===== config.mk =====
export PLATFORM = sky130hd
export DESIGN_NAME = host_port_pacer
export DESIGN_NICKNAME = d
export VERILOG_FILES = /design/src/design/hpc_pkg.sv /design/src/design/host_port_pacer.sv
export SDC_FILE = /design/constraint.sdc
export NUM_CORES = 1
export LEC_CHECK = 0
export BUFFER_PORTS_ARGS = -buffer_cell sky130_fd_sc_hd__buf_4
export CAP_MARGIN = 20
export CORE_MARGIN = 5
export CORE_UTILIZATION = 45
export DETAILED_ROUTE_END_ITERATION = 10
export GPL_TIMING_DRIVEN = 0
export PLACE_DENSITY = 0.7
export SETUP_SLACK_MARGIN = 0.1
export SYNTH_ARGS = -nofsm -noshare
export SYNTH_HDL_FRONTEND = slang
export SYNTH_SLANG_ARGS = --single-unit

===== constraint.sdc =====
create_clock -name clk -period 3.5 [get_ports clk]
set_clock_uncertainty 0.15 [all_clocks]
set_input_delay 0.7 -clock clk [delete_from_list [all_inputs] [get_ports clk]]
set_output_delay 0.7 -clock clk [all_outputs]
set_load 0.05 [all_outputs]

===== src/design/hpc_pkg.sv =====
// shared constants and types for the paced host-port controller
package hpc_pkg;
  // own register map, byte offsets on the AXI4-Lite side
  localparam logic [7:0] REG_CMD    = 8'h00; // command, write starts an access
  localparam logic [7:0] REG_WDATA  = 8'h04; // data for a device write
  localparam logic [7:0] REG_STATUS = 8'h08; // busy, waiting, done, refused
  localparam logic [7:0] REG_RBUF   = 8'h40; // 16 words of read data
  localparam int         BURST_MAX  = 16;    // words per burst
  // command field positions
  localparam int CMD_WR_BIT   = 8;  // 1 = device write
  localparam int CMD_FSEL_BIT = 9;  // 1 = queue-direct read
  localparam int CMD_BLEN_LSB = 12; // burst length minus one, 4 bits
  // status field positions
  localparam int ST_BUSY_BIT    = 0;
  localparam int ST_WAIT_BIT    = 1;
  localparam int ST_DONE_BIT    = 2;
  localparam int ST_REFUSED_BIT = 3;
  // reset values
  localparam logic [15:0] CMD_RST   = 16'h0000;
  localparam logic [15:0] WDATA_RST = 16'h0000;
  // answer codes
  localparam logic [1:0] RESP_OKAY   = 2'h0;
  localparam logic [1:0] RESP_SLVERR = 2'h2;
  // device map, byte addresses as seen on the port pins
  localparam logic [7:0] DEV_RXDATA_BASE = 8'h00; // receive data queue window
  localparam logic [7:0] DEV_RXDATA_MASK = 8'he0;
  localparam logic [7:0] DEV_RXSTS       = 8'h40; // receive status queue
  localparam logic [7:0] DEV_TXSTS       = 8'h44; // transmit status queue
  localparam logic [7:0] DEV_IDENT       = 8'h48; // chip_identity
  localparam logic [7:0] DEV_ENDIAN      = 8'h4c; // endian test register
  localparam logic [7:0] DEV_RXLVL       = 8'h50; // receive_queue_level
  localparam logic [7:0] DEV_TXLVL       = 8'h54; // transmit_queue_level
  localparam logic [7:0] DEV_PMGMT       = 8'h58; // power_mgmt_control
  localparam logic [7:0] DEV_FREERUN     = 8'h5c; // free-running counter
  localparam logic [7:0] DEV_DROP        = 8'h60; // dropped-frame counter
  localparam logic [7:0] DEV_RDPCTRL     = 8'h64; // receive_datapath_control
  // times in ns, counts derived from the 100 MHz clock
  localparam int CLK_NS        = 10;
  localparam int T_CYCLE_NS    = 165; // least access cycle
  localparam int T_ASSERT_NS   = 32;  // least strobe low time
  localparam int T_DEASSERT_NS = 13;  // least strobe high time
  localparam int GAP_SHORT_NS  = 165;
  localparam int GAP_LONG_NS   = 330;
  localparam logic [5:0] CYCLE_CYC     = 6'((T_CYCLE_NS + CLK_NS - 1) / CLK_NS);
  localparam logic [5:0] ASSERT_CYC    = 6'((T_ASSERT_NS + CLK_NS - 1) / CLK_NS);
  localparam logic [5:0] DEASSERT_CYC  = 6'((T_DEASSERT_NS + CLK_NS - 1) / CLK_NS);
  localparam logic [5:0] GAP_SHORT_CYC = 6'((GAP_SHORT_NS + CLK_NS - 1) / CLK_NS);
  localparam logic [5:0] GAP_LONG_CYC  = 6'((GAP_LONG_NS + CLK_NS - 1) / CLK_NS);
  // gap timers, one per kind of earlier access
  localparam int TM_WR   = 0; // any write
  localparam int TM_RXQ  = 1; // receive data or status queue read
  localparam int TM_TXS  = 2; // transmit status queue read
  localparam int TM_DROP = 3; // dropped-frame counter read
  localparam int TM_RDP  = 4; // datapath control read
  localparam int TM_N    = 5;
  // access sequencer phases
  typedef enum logic [3:0] {
    ST_IDLE    = 4'b0001,
    ST_WAIT    = 4'b0010,
    ST_ACTIVE  = 4'b0100,
    ST_RECOVER = 4'b1000
  } phase_t;
endpackage


===== src/design/host_port_pacer.sv =====
// paced host controller: AXI4-Lite commands in, 16-bit asynchronous port pins out
//
// Summary of operation
// - single, burst, queue-direct reads and single writes issued
// - most registers wait 165 ns after writes
// - power and free-run counter wait 330 ns
// - every gap is filled by a plain stall, no dummy endian reads
// - shorter stall if elapsed time suffices
// - receive level waits after receive data read
// - receive level waits after receive status read
// - transmit level waits after transmit status read
// - dropped counter waits 330 ns after itself
// - status queue waits 330 ns after datapath read
// - bursts up to 16 words, strobe rises after
//
// Register access over AXI4-Lite and the placing of the registers were chosen for this implementation.
`timescale 1ns/10ps
module host_port_pacer (
  input  logic        clk,
  input  logic        rst_b,
  input  logic [7:0]  awaddr,
  input  logic        awvalid,
  output logic        awready,
  input  logic [31:0] wdata,
  input  logic [3:0]  wstrb,
  input  logic        wvalid,
  output logic        wready,
  output logic [1:0]  bresp,
  output logic        bvalid,
  input  logic        bready,
  input  logic [7:0]  araddr,
  input  logic        arvalid,
  output logic        arready,
  output logic [31:0] rdata,
  output logic [1:0]  rresp,
  output logic        rvalid,
  input  logic        rready,
  output logic        chip_select_n,
  output logic        read_strobe_n,
  output logic        write_strobe_n,
  output logic [7:1]  dev_addr,
  output logic        queue_direct_sel,
  output logic [15:0] dev_data_out,
  output logic        dev_data_oe,
  input  logic [15:0] dev_data_in
);

  // byte-lane merge for the low half of a register
  function automatic logic [15:0] merge16(input logic [15:0] old, input logic [31:0] d,
                                          input logic [3:0] be);
    return {be[1] ? d[15:8] : old[15:8], be[0] ? d[7:0] : old[7:0]};
  endfunction

  // reads that pull from the receive data queue
  function automatic logic is_rxdata(input logic [7:0] a, input logic fs);
    return fs || ((a & hpc_pkg::DEV_RXDATA_MASK) == hpc_pkg::DEV_RXDATA_BASE);
  endfunction

  // cycles that timer idx must show before this access may start
  function automatic logic [5:0] need_cyc(input logic [7:0] a, input logic fs,
                                          input logic wr, input int idx);
    logic [5:0] n;
    n = 6'h00;
    if (!wr) begin
      case (idx)
        hpc_pkg::TM_WR: begin
          if (a == hpc_pkg::DEV_PMGMT || a == hpc_pkg::DEV_FREERUN)
            n = hpc_pkg::GAP_LONG_CYC;
          else if (!is_rxdata(a, fs) && a != hpc_pkg::DEV_IDENT && a != hpc_pkg::DEV_ENDIAN
                   && a != hpc_pkg::DEV_RXLVL && a != hpc_pkg::DEV_DROP)
            n = hpc_pkg::GAP_SHORT_CYC;
        end
        hpc_pkg::TM_RXQ:
          if (!fs && a == hpc_pkg::DEV_RXLVL) n = hpc_pkg::GAP_SHORT_CYC;
        hpc_pkg::TM_TXS:
          if (!fs && a == hpc_pkg::DEV_TXLVL) n = hpc_pkg::GAP_SHORT_CYC;
        hpc_pkg::TM_DROP:
          if (!fs && a == hpc_pkg::DEV_DROP) n = hpc_pkg::GAP_LONG_CYC;
        hpc_pkg::TM_RDP:
          if (!fs && a == hpc_pkg::DEV_RXSTS) n = hpc_pkg::GAP_LONG_CYC;
        default: n = 6'h00;
      endcase
    end
    return n;
  endfunction

  // bus side state
  logic        aw_full_ff, nxt_aw_full;   // write address held
  logic [7:0]  awaddr_ff, nxt_awaddr;
  logic        w_full_ff, nxt_w_full;     // write data held
  logic [31:0] wbuf_ff, nxt_wbuf;
  logic [3:0]  wstrb_ff, nxt_wstrb;
  logic        awready_ff, nxt_awready;
  logic        wready_ff, nxt_wready;
  logic        bvalid_ff, nxt_bvalid;
  logic        arready_ff, nxt_arready;
  logic        rvalid_ff, nxt_rvalid;
  logic [31:0] rdata_ff, nxt_rdata;
  logic [1:0]  rresp_ff, nxt_rresp;
  logic [15:0] cmd_ff, nxt_cmd;           // last accepted command
  logic [15:0] wdata_ff, nxt_wdata;       // drives the data pins
  logic        refused_ff, nxt_refused;   // command came while busy
  logic        cmd_go;                    // one-cycle start pulse
  // sequencer state
  hpc_pkg::phase_t state_ff, nxt_state;
  logic [5:0]  cnt_ff, nxt_cnt;           // cycles in current phase
  logic [3:0]  beat_ff, nxt_beat;         // word index in a burst
  logic [3:0]  blen_ff, nxt_blen;         // burst length minus one
  logic [7:0]  addr_ff, nxt_addr;
  logic        wr_ff, nxt_wr;
  logic        fsel_ff, nxt_fsel;
  logic        done_ff, nxt_done;
  logic        cs_n_ff, nxt_cs_n;
  logic        rd_n_ff, nxt_rd_n;
  logic        wr_n_ff, nxt_wr_n;
  logic        qsel_ff, nxt_qsel;
  logic        oe_ff, nxt_oe;
  logic [15:0] rbuf_ff [hpc_pkg::BURST_MAX];
  logic [15:0] nxt_rbuf [hpc_pkg::BURST_MAX];
  logic [5:0]  tmr_ff [hpc_pkg::TM_N];    // cycles since each kind of access ended
  logic [5:0]  nxt_tmr [hpc_pkg::TM_N];
  logic        gap_ok;
  logic [5:0]  beat_len;
  logic [5:0]  rec_len;
  logic        commit;

  // bus side: hold address and data until both are in, then commit
  always_comb begin
    nxt_aw_full = aw_full_ff;
    nxt_awaddr  = awaddr_ff;
    nxt_w_full  = w_full_ff;
    nxt_wbuf    = wbuf_ff;
    nxt_wstrb   = wstrb_ff;
    nxt_bvalid  = bvalid_ff;
    nxt_rvalid  = rvalid_ff;
    nxt_rdata   = rdata_ff;
    nxt_rresp   = rresp_ff;
    nxt_cmd     = cmd_ff;
    nxt_wdata   = wdata_ff;
    nxt_refused = refused_ff;
    cmd_go      = 1'b0;
    commit      = aw_full_ff && w_full_ff && !bvalid_ff;
    if (awvalid && awready_ff) begin
      nxt_aw_full = 1'b1;
      nxt_awaddr  = awaddr;
    end
    if (wvalid && wready_ff) begin
      nxt_w_full = 1'b1;
      nxt_wbuf   = wdata;
      nxt_wstrb  = wstrb;
    end
    if (bvalid_ff && bready) nxt_bvalid = 1'b0;
    // every committed write is answered okay; unmapped writes are dropped
    if (commit) begin
      nxt_aw_full = 1'b0;
      nxt_w_full  = 1'b0;
      nxt_bvalid  = 1'b1;
      case ({awaddr_ff[7:2], 2'b00})
        hpc_pkg::REG_CMD: begin
          // a busy sequencer cannot take a new order; flag it instead
          if (state_ff == hpc_pkg::ST_IDLE) begin
            nxt_cmd     = merge16(cmd_ff, wbuf_ff, wstrb_ff);
            cmd_go      = 1'b1;
            nxt_refused = 1'b0;
          end else begin
            nxt_refused = 1'b1;
          end
        end
        hpc_pkg::REG_WDATA: nxt_wdata = merge16(wdata_ff, wbuf_ff, wstrb_ff);
        default: nxt_wdata = wdata_ff;
      endcase
    end
    if (rvalid_ff && rready) nxt_rvalid = 1'b0;
    // read decode, buffer window first
    if (arvalid && arready_ff) begin
      nxt_rvalid = 1'b1;
      nxt_rresp  = hpc_pkg::RESP_OKAY;
      if (araddr[7:6] == hpc_pkg::REG_RBUF[7:6]) begin
        nxt_rdata = {16'h0000, rbuf_ff[araddr[5:2]]};
      end else begin
        case ({araddr[7:2], 2'b00})
          hpc_pkg::REG_CMD:    nxt_rdata = {16'h0000, cmd_ff};
          hpc_pkg::REG_WDATA:  nxt_rdata = {16'h0000, wdata_ff};
          hpc_pkg::REG_STATUS: nxt_rdata = {28'h0000000, refused_ff, done_ff,
                                            state_ff == hpc_pkg::ST_WAIT,
                                            state_ff != hpc_pkg::ST_IDLE};
          default: begin
            nxt_rdata = 32'h00000000;
            nxt_rresp = hpc_pkg::RESP_SLVERR;
          end
        endcase
      end
    end
    nxt_awready = !nxt_aw_full && !nxt_bvalid;
    nxt_wready  = !nxt_w_full && !nxt_bvalid;
    nxt_arready = !nxt_rvalid;
  end

  // bus side registers
  always_ff @(posedge clk or negedge rst_b) begin
    if (!rst_b) begin
      aw_full_ff <= 1'b0;
      awaddr_ff  <= 8'h00;
      w_full_ff  <= 1'b0;
      wbuf_ff    <= 32'h00000000;
      wstrb_ff   <= 4'h0;
      awready_ff <= 1'b0;
      wready_ff  <= 1'b0;
      bvalid_ff  <= 1'b0;
      arready_ff <= 1'b0;
      rvalid_ff  <= 1'b0;
      rdata_ff   <= 32'h00000000;
      rresp_ff   <= hpc_pkg::RESP_OKAY;
      cmd_ff     <= hpc_pkg::CMD_RST;
      wdata_ff   <= hpc_pkg::WDATA_RST;
      refused_ff <= 1'b0;
    end else begin
      aw_full_ff <= nxt_aw_full;
      awaddr_ff  <= nxt_awaddr;
      w_full_ff  <= nxt_w_full;
      wbuf_ff    <= nxt_wbuf;
      wstrb_ff   <= nxt_wstrb;
      awready_ff <= nxt_awready;
      wready_ff  <= nxt_wready;
      bvalid_ff  <= nxt_bvalid;
      arready_ff <= nxt_arready;
      rvalid_ff  <= nxt_rvalid;
      rdata_ff   <= nxt_rdata;
      rresp_ff   <= nxt_rresp;
      cmd_ff     <= nxt_cmd;
      wdata_ff   <= nxt_wdata;
      refused_ff <= nxt_refused;
    end
  end

  // sequencer: wait for every gap, hold strobes low, then recover
  always_comb begin
    nxt_state = state_ff;
    nxt_cnt   = cnt_ff;
    nxt_beat  = beat_ff;
    nxt_blen  = blen_ff;
    nxt_addr  = addr_ff;
    nxt_wr    = wr_ff;
    nxt_fsel  = fsel_ff;
    nxt_done  = done_ff;
    nxt_rbuf  = rbuf_ff;
    gap_ok    = 1'b1;
    // bursts step every full cycle; a lone access only needs its low time
    beat_len  = (blen_ff != 4'h0) ? hpc_pkg::CYCLE_CYC : hpc_pkg::ASSERT_CYC;
    rec_len   = (blen_ff != 4'h0) ? hpc_pkg::DEASSERT_CYC
                                  : hpc_pkg::CYCLE_CYC - hpc_pkg::ASSERT_CYC;
    // timers saturate at the longest gap, so none can wrap to look fresh
    for (int i = 0; i < hpc_pkg::TM_N; i++) begin
      nxt_tmr[i] = (tmr_ff[i] < hpc_pkg::GAP_LONG_CYC) ? tmr_ff[i] + 6'h01 : tmr_ff[i];
      if (tmr_ff[i] < need_cyc(addr_ff, fsel_ff, wr_ff, i)) gap_ok = 1'b0;
    end
    unique case (state_ff)
      hpc_pkg::ST_IDLE: begin
        if (cmd_go) begin
          nxt_addr  = nxt_cmd[7:0];
          nxt_wr    = nxt_cmd[hpc_pkg::CMD_WR_BIT];
          nxt_fsel  = nxt_cmd[hpc_pkg::CMD_FSEL_BIT] && !nxt_cmd[hpc_pkg::CMD_WR_BIT];
          // writes are always single words
          nxt_blen  = nxt_cmd[hpc_pkg::CMD_WR_BIT] ? 4'h0
                                                   : nxt_cmd[hpc_pkg::CMD_BLEN_LSB +: 4];
          nxt_done  = 1'b0;
          nxt_state = hpc_pkg::ST_WAIT;
        end
      end
      hpc_pkg::ST_WAIT: begin
        // plain stall instead of dummy reads: elapsed time alone meets the gap
        if (gap_ok) begin
          nxt_state = hpc_pkg::ST_ACTIVE;
          nxt_cnt   = 6'h00;
          nxt_beat  = 4'h0;
        end
      end
      hpc_pkg::ST_ACTIVE: begin
        if (cnt_ff == beat_len - 6'h01) begin
          nxt_cnt = 6'h00;
          if (!wr_ff) nxt_rbuf[beat_ff] = dev_data_in;
          if (beat_ff == blen_ff) begin
            nxt_state = hpc_pkg::ST_RECOVER;
            // restart the timers that this access arms
            if (wr_ff) begin
              nxt_tmr[hpc_pkg::TM_WR] = 6'h00;
            end else begin
              if (is_rxdata(addr_ff, fsel_ff) || addr_ff == hpc_pkg::DEV_RXSTS)
                nxt_tmr[hpc_pkg::TM_RXQ] = 6'h00;
              if (!fsel_ff && addr_ff == hpc_pkg::DEV_TXSTS)
                nxt_tmr[hpc_pkg::TM_TXS] = 6'h00;
              if (!fsel_ff && addr_ff == hpc_pkg::DEV_DROP)
                nxt_tmr[hpc_pkg::TM_DROP] = 6'h00;
              if (!fsel_ff && addr_ff == hpc_pkg::DEV_RDPCTRL)
                nxt_tmr[hpc_pkg::TM_RDP] = 6'h00;
            end
          end else begin
            // next word of a burst; strobes stay low
            nxt_beat = beat_ff + 4'h1;
            nxt_addr = addr_ff + 8'h02;
          end
        end else begin
          nxt_cnt = cnt_ff + 6'h01;
        end
      end
      hpc_pkg::ST_RECOVER: begin
        if (cnt_ff == rec_len - 6'h01) begin
          nxt_cnt   = 6'h00;
          nxt_done  = 1'b1;
          nxt_state = hpc_pkg::ST_IDLE;
        end else begin
          nxt_cnt = cnt_ff + 6'h01;
        end
      end
    endcase
    // pins follow the next phase so they leave flops in step with it
    nxt_cs_n = (nxt_state != hpc_pkg::ST_ACTIVE);
    nxt_rd_n = !(nxt_state == hpc_pkg::ST_ACTIVE && !nxt_wr);
    nxt_wr_n = !(nxt_state == hpc_pkg::ST_ACTIVE && nxt_wr);
    nxt_oe   = (nxt_state == hpc_pkg::ST_ACTIVE) && nxt_wr;
    nxt_qsel = (nxt_state == hpc_pkg::ST_ACTIVE) && nxt_fsel;
  end

  // sequencer registers
  always_ff @(posedge clk or negedge rst_b) begin
    if (!rst_b) begin
      state_ff <= hpc_pkg::ST_IDLE;
      cnt_ff   <= 6'h00;
      beat_ff  <= 4'h0;
      blen_ff  <= 4'h0;
      addr_ff  <= 8'h00;
      wr_ff    <= 1'b0;
      fsel_ff  <= 1'b0;
      done_ff  <= 1'b0;
      cs_n_ff  <= 1'b1;
      rd_n_ff  <= 1'b1;
      wr_n_ff  <= 1'b1;
      qsel_ff  <= 1'b0;
      oe_ff    <= 1'b0;
      for (int i = 0; i < hpc_pkg::BURST_MAX; i++) rbuf_ff[i] <= 16'h0000;
      // no access has happened yet, so no gap is pending
      for (int i = 0; i < hpc_pkg::TM_N; i++) tmr_ff[i] <= hpc_pkg::GAP_LONG_CYC;
    end else begin
      state_ff <= nxt_state;
      cnt_ff   <= nxt_cnt;
      beat_ff  <= nxt_beat;
      blen_ff  <= nxt_blen;
      addr_ff  <= nxt_addr;
      wr_ff    <= nxt_wr;
      fsel_ff  <= nxt_fsel;
      done_ff  <= nxt_done;
      cs_n_ff  <= nxt_cs_n;
      rd_n_ff  <= nxt_rd_n;
      wr_n_ff  <= nxt_wr_n;
      qsel_ff  <= nxt_qsel;
      oe_ff    <= nxt_oe;
      rbuf_ff  <= nxt_rbuf;
      tmr_ff   <= nxt_tmr;
    end
  end

  // outputs straight from flops, except bresp, which is tied to okay
  assign awready          = awready_ff;
  assign wready           = wready_ff;
  assign bresp            = hpc_pkg::RESP_OKAY;
  assign bvalid           = bvalid_ff;
  assign arready          = arready_ff;
  assign rdata            = rdata_ff;
  assign rresp            = rresp_ff;
  assign rvalid           = rvalid_ff;
  assign chip_select_n    = cs_n_ff;
  assign read_strobe_n    = rd_n_ff;
  assign write_strobe_n   = wr_n_ff;
  assign dev_addr         = addr_ff[7:1];
  assign queue_direct_sel = qsel_ff;
  assign dev_data_out     = wdata_ff;
  assign dev_data_oe      = oe_ff;

endmodule


==> results.json <==
{
  "status": "finished clean",
  "arrival_ns": 3.50,
  "cp-end-kind": "register",
  "switching_power_w": 0.00333,
  "tightest_slew_ns": 1.11,
  "syn_avg_cell_area_um2": 14.3,
  "tritoncts": "done",
  "clockRootBuffer": "clkbuf_16",
  "fp.dieH_um": 219,
  "combPwrFrac": 0.161,
  "slew_violations": 0,
  "hold_ws_ns": 0.186,
  "grt_pass1_wl_mm": 73.0,
  "fp.coreArea_mm2": 0.0432,
  "die_area_mm2": 0.0480,
  "clkTransAtPathRegs_ns": 0.06,
  "htree_num_levels": 2,
  "fin_tns_setup_ns": 0,
  "synth_area_mm2": 0.0197,
  "setup_viol_count_final": 0,
  "p_leak_nw": 10.6,
  "p_int_w": 0.00869,
  "synthArstFlopShare": 1.00,
  "r2r-end": "dev_data_out[10]",
  "min_path_cells": 2,
  "r2r_slack_ns": 0.31,
  "grt_pass1_vias": 12700,
  "netSwitchingFraction": 0.277,
  "yosysTopAreaCell": "dfrtp_1",
  "cts_sinks": 401,
  "synth_seq_cells": 401,
  "slew_headroom": 0.256,
  "worst-r2r-cell-count": 5,
  "critPathLaunchType": "register",
  "port_buffers": 98,
  "cts_buffers": 43,
  "nNetsFinal": 1646,
  "min_period_over_period": 0.912,
  "ir_drop_mv": 0.305,
  "ys_warn_count": 0,
  "p_total_w": 0.0120,
  "yosysSeqAreaShare": 0.511,
  "synth-main-ff-cell": "dfrtp_1",
  "crit_path_max_fanout": 10,
  "clk_path_buf_depth": 3,
  "worstSkewPairLatency_ns": 0.58,
  "crit_chain": "or4_1, nor3_1, clkbuf_1, nand3_1, mux2_2",
  "drt_iter0_markers": 771,
  "grt_max_degree": 128,
  "drive_above_1_share": 0.427,
  "start_util": 0.456,
  "seqPwrFrac": 0.452,
  "num_io_pins": 144,
  "path_class": "register to register",
  "gr-usage-all-layers": 0.191,
  "overflow": 0,
  "cpLargestDelayFamily": "simple AND/OR/NAND/NOR gates",
  "syn_to_final_growth_pct": 16.7,
  "dr.pass1.iters": 4,
  "layout_commonest_cell": "dfrtp_1",
  "vias": 11900,
  "hpwl_mm": 33.5,
  "regToRegStartpoint": "awaddr_ff[7]",
  "critPathBufInv": 1,
  "ant_nets": 0,
  "synth_cells": 1376,
  "rsz0062_at_grt": "false",
  "final_cell_mix": "dfrtp_1, mux2_4, mux2_2",
  "drt-total-wl_mm": 45.5,
  "hold_violations": 0,
  "period_needed_ns": 3.19,
  "yosys.cell_types.count": 68,
  "powerDensity_mw_per_mm2": 523,
  "wl_per_cell_um": 21.0,
  "critical_path.max_stage_delay_ns": 0.71,
  "cp.required_ns": 3.81,
  "antenna_found_initial": 0,
  "slowest_stage": "nor3_1",
  "hold_path_class": "primary input to register",
  "via_per_inst": 5.48,
  "hp-start": "rready",
  "yosys-top-cells-area": "dfrtp_1, mux2_4, mux4_2",
  "clkPwrFrac": 0.388,
  "gp_congestion": 0.835,
  "yosysTopAreaCellShare": 0.492,
  "die_w_um": 219,
  "holdPathEnd": "rvalid",
  "maxCapViolCount": 0,
  "n_antenna_cell": 0,
  "rows": 76,
  "drcViolationCount": 0,
  "synth_edf_count": 0,
  "max_freq_mhz": 313
}
## power by group through the flow
stage | clock network, W | registers (W) | logic, W
6_report | 0.00466 | 0.00543 | 0.00193
5_1_grt | 0.00494 | 0.00549 | 0.00206
4_1_cts | 0.00476 | 0.00543 | 0.00195
3_5_place_dp | 0 | 0.00551 | 0.00194
3_3_place_gp | 0 | 0.00549 | 0.00189
2_1_floorplan | 0 | 0.00581 | 0.000890
## cells in the mapped netlist (5+ instances only)
cell / n
dfrtp_1: 387
nand3_1: 25
buf_2: 5
nor3b_1: 6
nor4_1: 9
o21ai_0: 24
a221oi_1: 16
buf_6: 17
and3_1: 8
o22ai_1: 10
a22oi_1: 5
ha_1: 22
nand2_1: 45
inv_1: 28
nor4b_1: 6
dfstp_2: 14
and2_1: 6
xnor2_1: 12
mux2i_1: 6
mux2_4: 161
mux2_2: 151
nand2_4: 16
buf_4: 28
nor2_1: 74
a21oi_1: 36
nand2b_1: 17
a31oi_1: 8
nor2b_1: 6
nand4_1: 11
clkbuf_1: 45
xor2_1: 14
nor3_1: 15
mux4_2: 80
## worst register-to-register path, stage by stage, from the launching register on
cell and delay, ns:
dfrtp_1 0.38, or4_1 0.54, nor3_1 0.71, clkbuf_1 0.43, nand3_1 0.46, mux2_2 0.43
## per-stage QoR
step	area, um2	util	worst slack (ns)	cells
floorplan	19800	-	0.461	1394
global placement	21200	0.492	-2.26	2077
detailed placement	21300	0.494	-0.507	2080
CTS	22800	0.529	0.100	2160
global route	23000	0.532	0.0863	2168
finish	23000	0.532	0.308	2168
## sequential cells by signal, indices dropped and copies added (netlist names), 2 cells and up
| signal | cells |
|---|---|
| wstrb_ff | 2 |
| beat_ff | 4 |
| cnt_ff | 6 |
| wbuf_ff | 16 |
| awaddr_ff | 6 |
| rdata | 16 |
| state_ff | 4 |
| blen_ff | 4 |
| addr_ff | 8 |
| dev_data_out | 16 |
| tmr_ff | 30 |
| cmd_ff | 16 |
| rbuf_ff | 256 |
## final cells by class
type	count	area, um2
clock inverter	10	149
timing repair buffer	110	912
fill	3545	20200
clock buffer	69	1310
sequential	401	10100
buffer	99	614
inverter	28	105
tap	585	732
multi-input combinational	866	9100
## how the worst max path moves through the flow
stage,from,to,slack (ns),cells after the start
6_report,awaddr_ff[7],dev_data_out[10],0.31,5
5_1_grt,wr_ff,beat_ff[1],0.09,11
4_1_cts,addr_ff[4],cnt_ff[5],0.10,11
3_5_place_dp,araddr[3],rdata[6],-0.51,7
3_3_place_gp,rst_b,rbuf_ff[83],-2.26,1
2_1_floorplan,wr_ff,cnt_ff[2],0.46,11
## layer usage
| layer | wire length (um) | global-route usage | vias up |
|---|---|---|---|
| met5 | 0 | 0 | - |
| met4 | 1210 | 0.0655 | 0 |
| met3 | 1940 | 0.0312 | 70 |
| met2 | 22200 | 0.316 | 242 |
| met1 | 20200 | 0.260 | 6190 |
| li1 | - | - | 5369 |
## cell families after synthesis
family	count (synthesis)	share of synthesized area
AOI/OAI and AO/OA	128	0.0432
xor gates and xnor gates	26	0.0116
adders and majority gates	22	0.0140
buffers and inverters	127	0.0364
DFF	401	0.511
muxes	398	0.304
other	1	0.000190
and+or+nand+nor	273	0.0805
## what timing repair did
item | in CTS | in global routing
hold buffers | 1 | 0
hold endpoints to repair | 57 | 0
pin swaps | 0 | 4
setup buffers | 0 | 4
gates resized for setup | 9 | 17
endpoints found under the setup margin | 18 | 99
(Power assumes the default switching activity.)
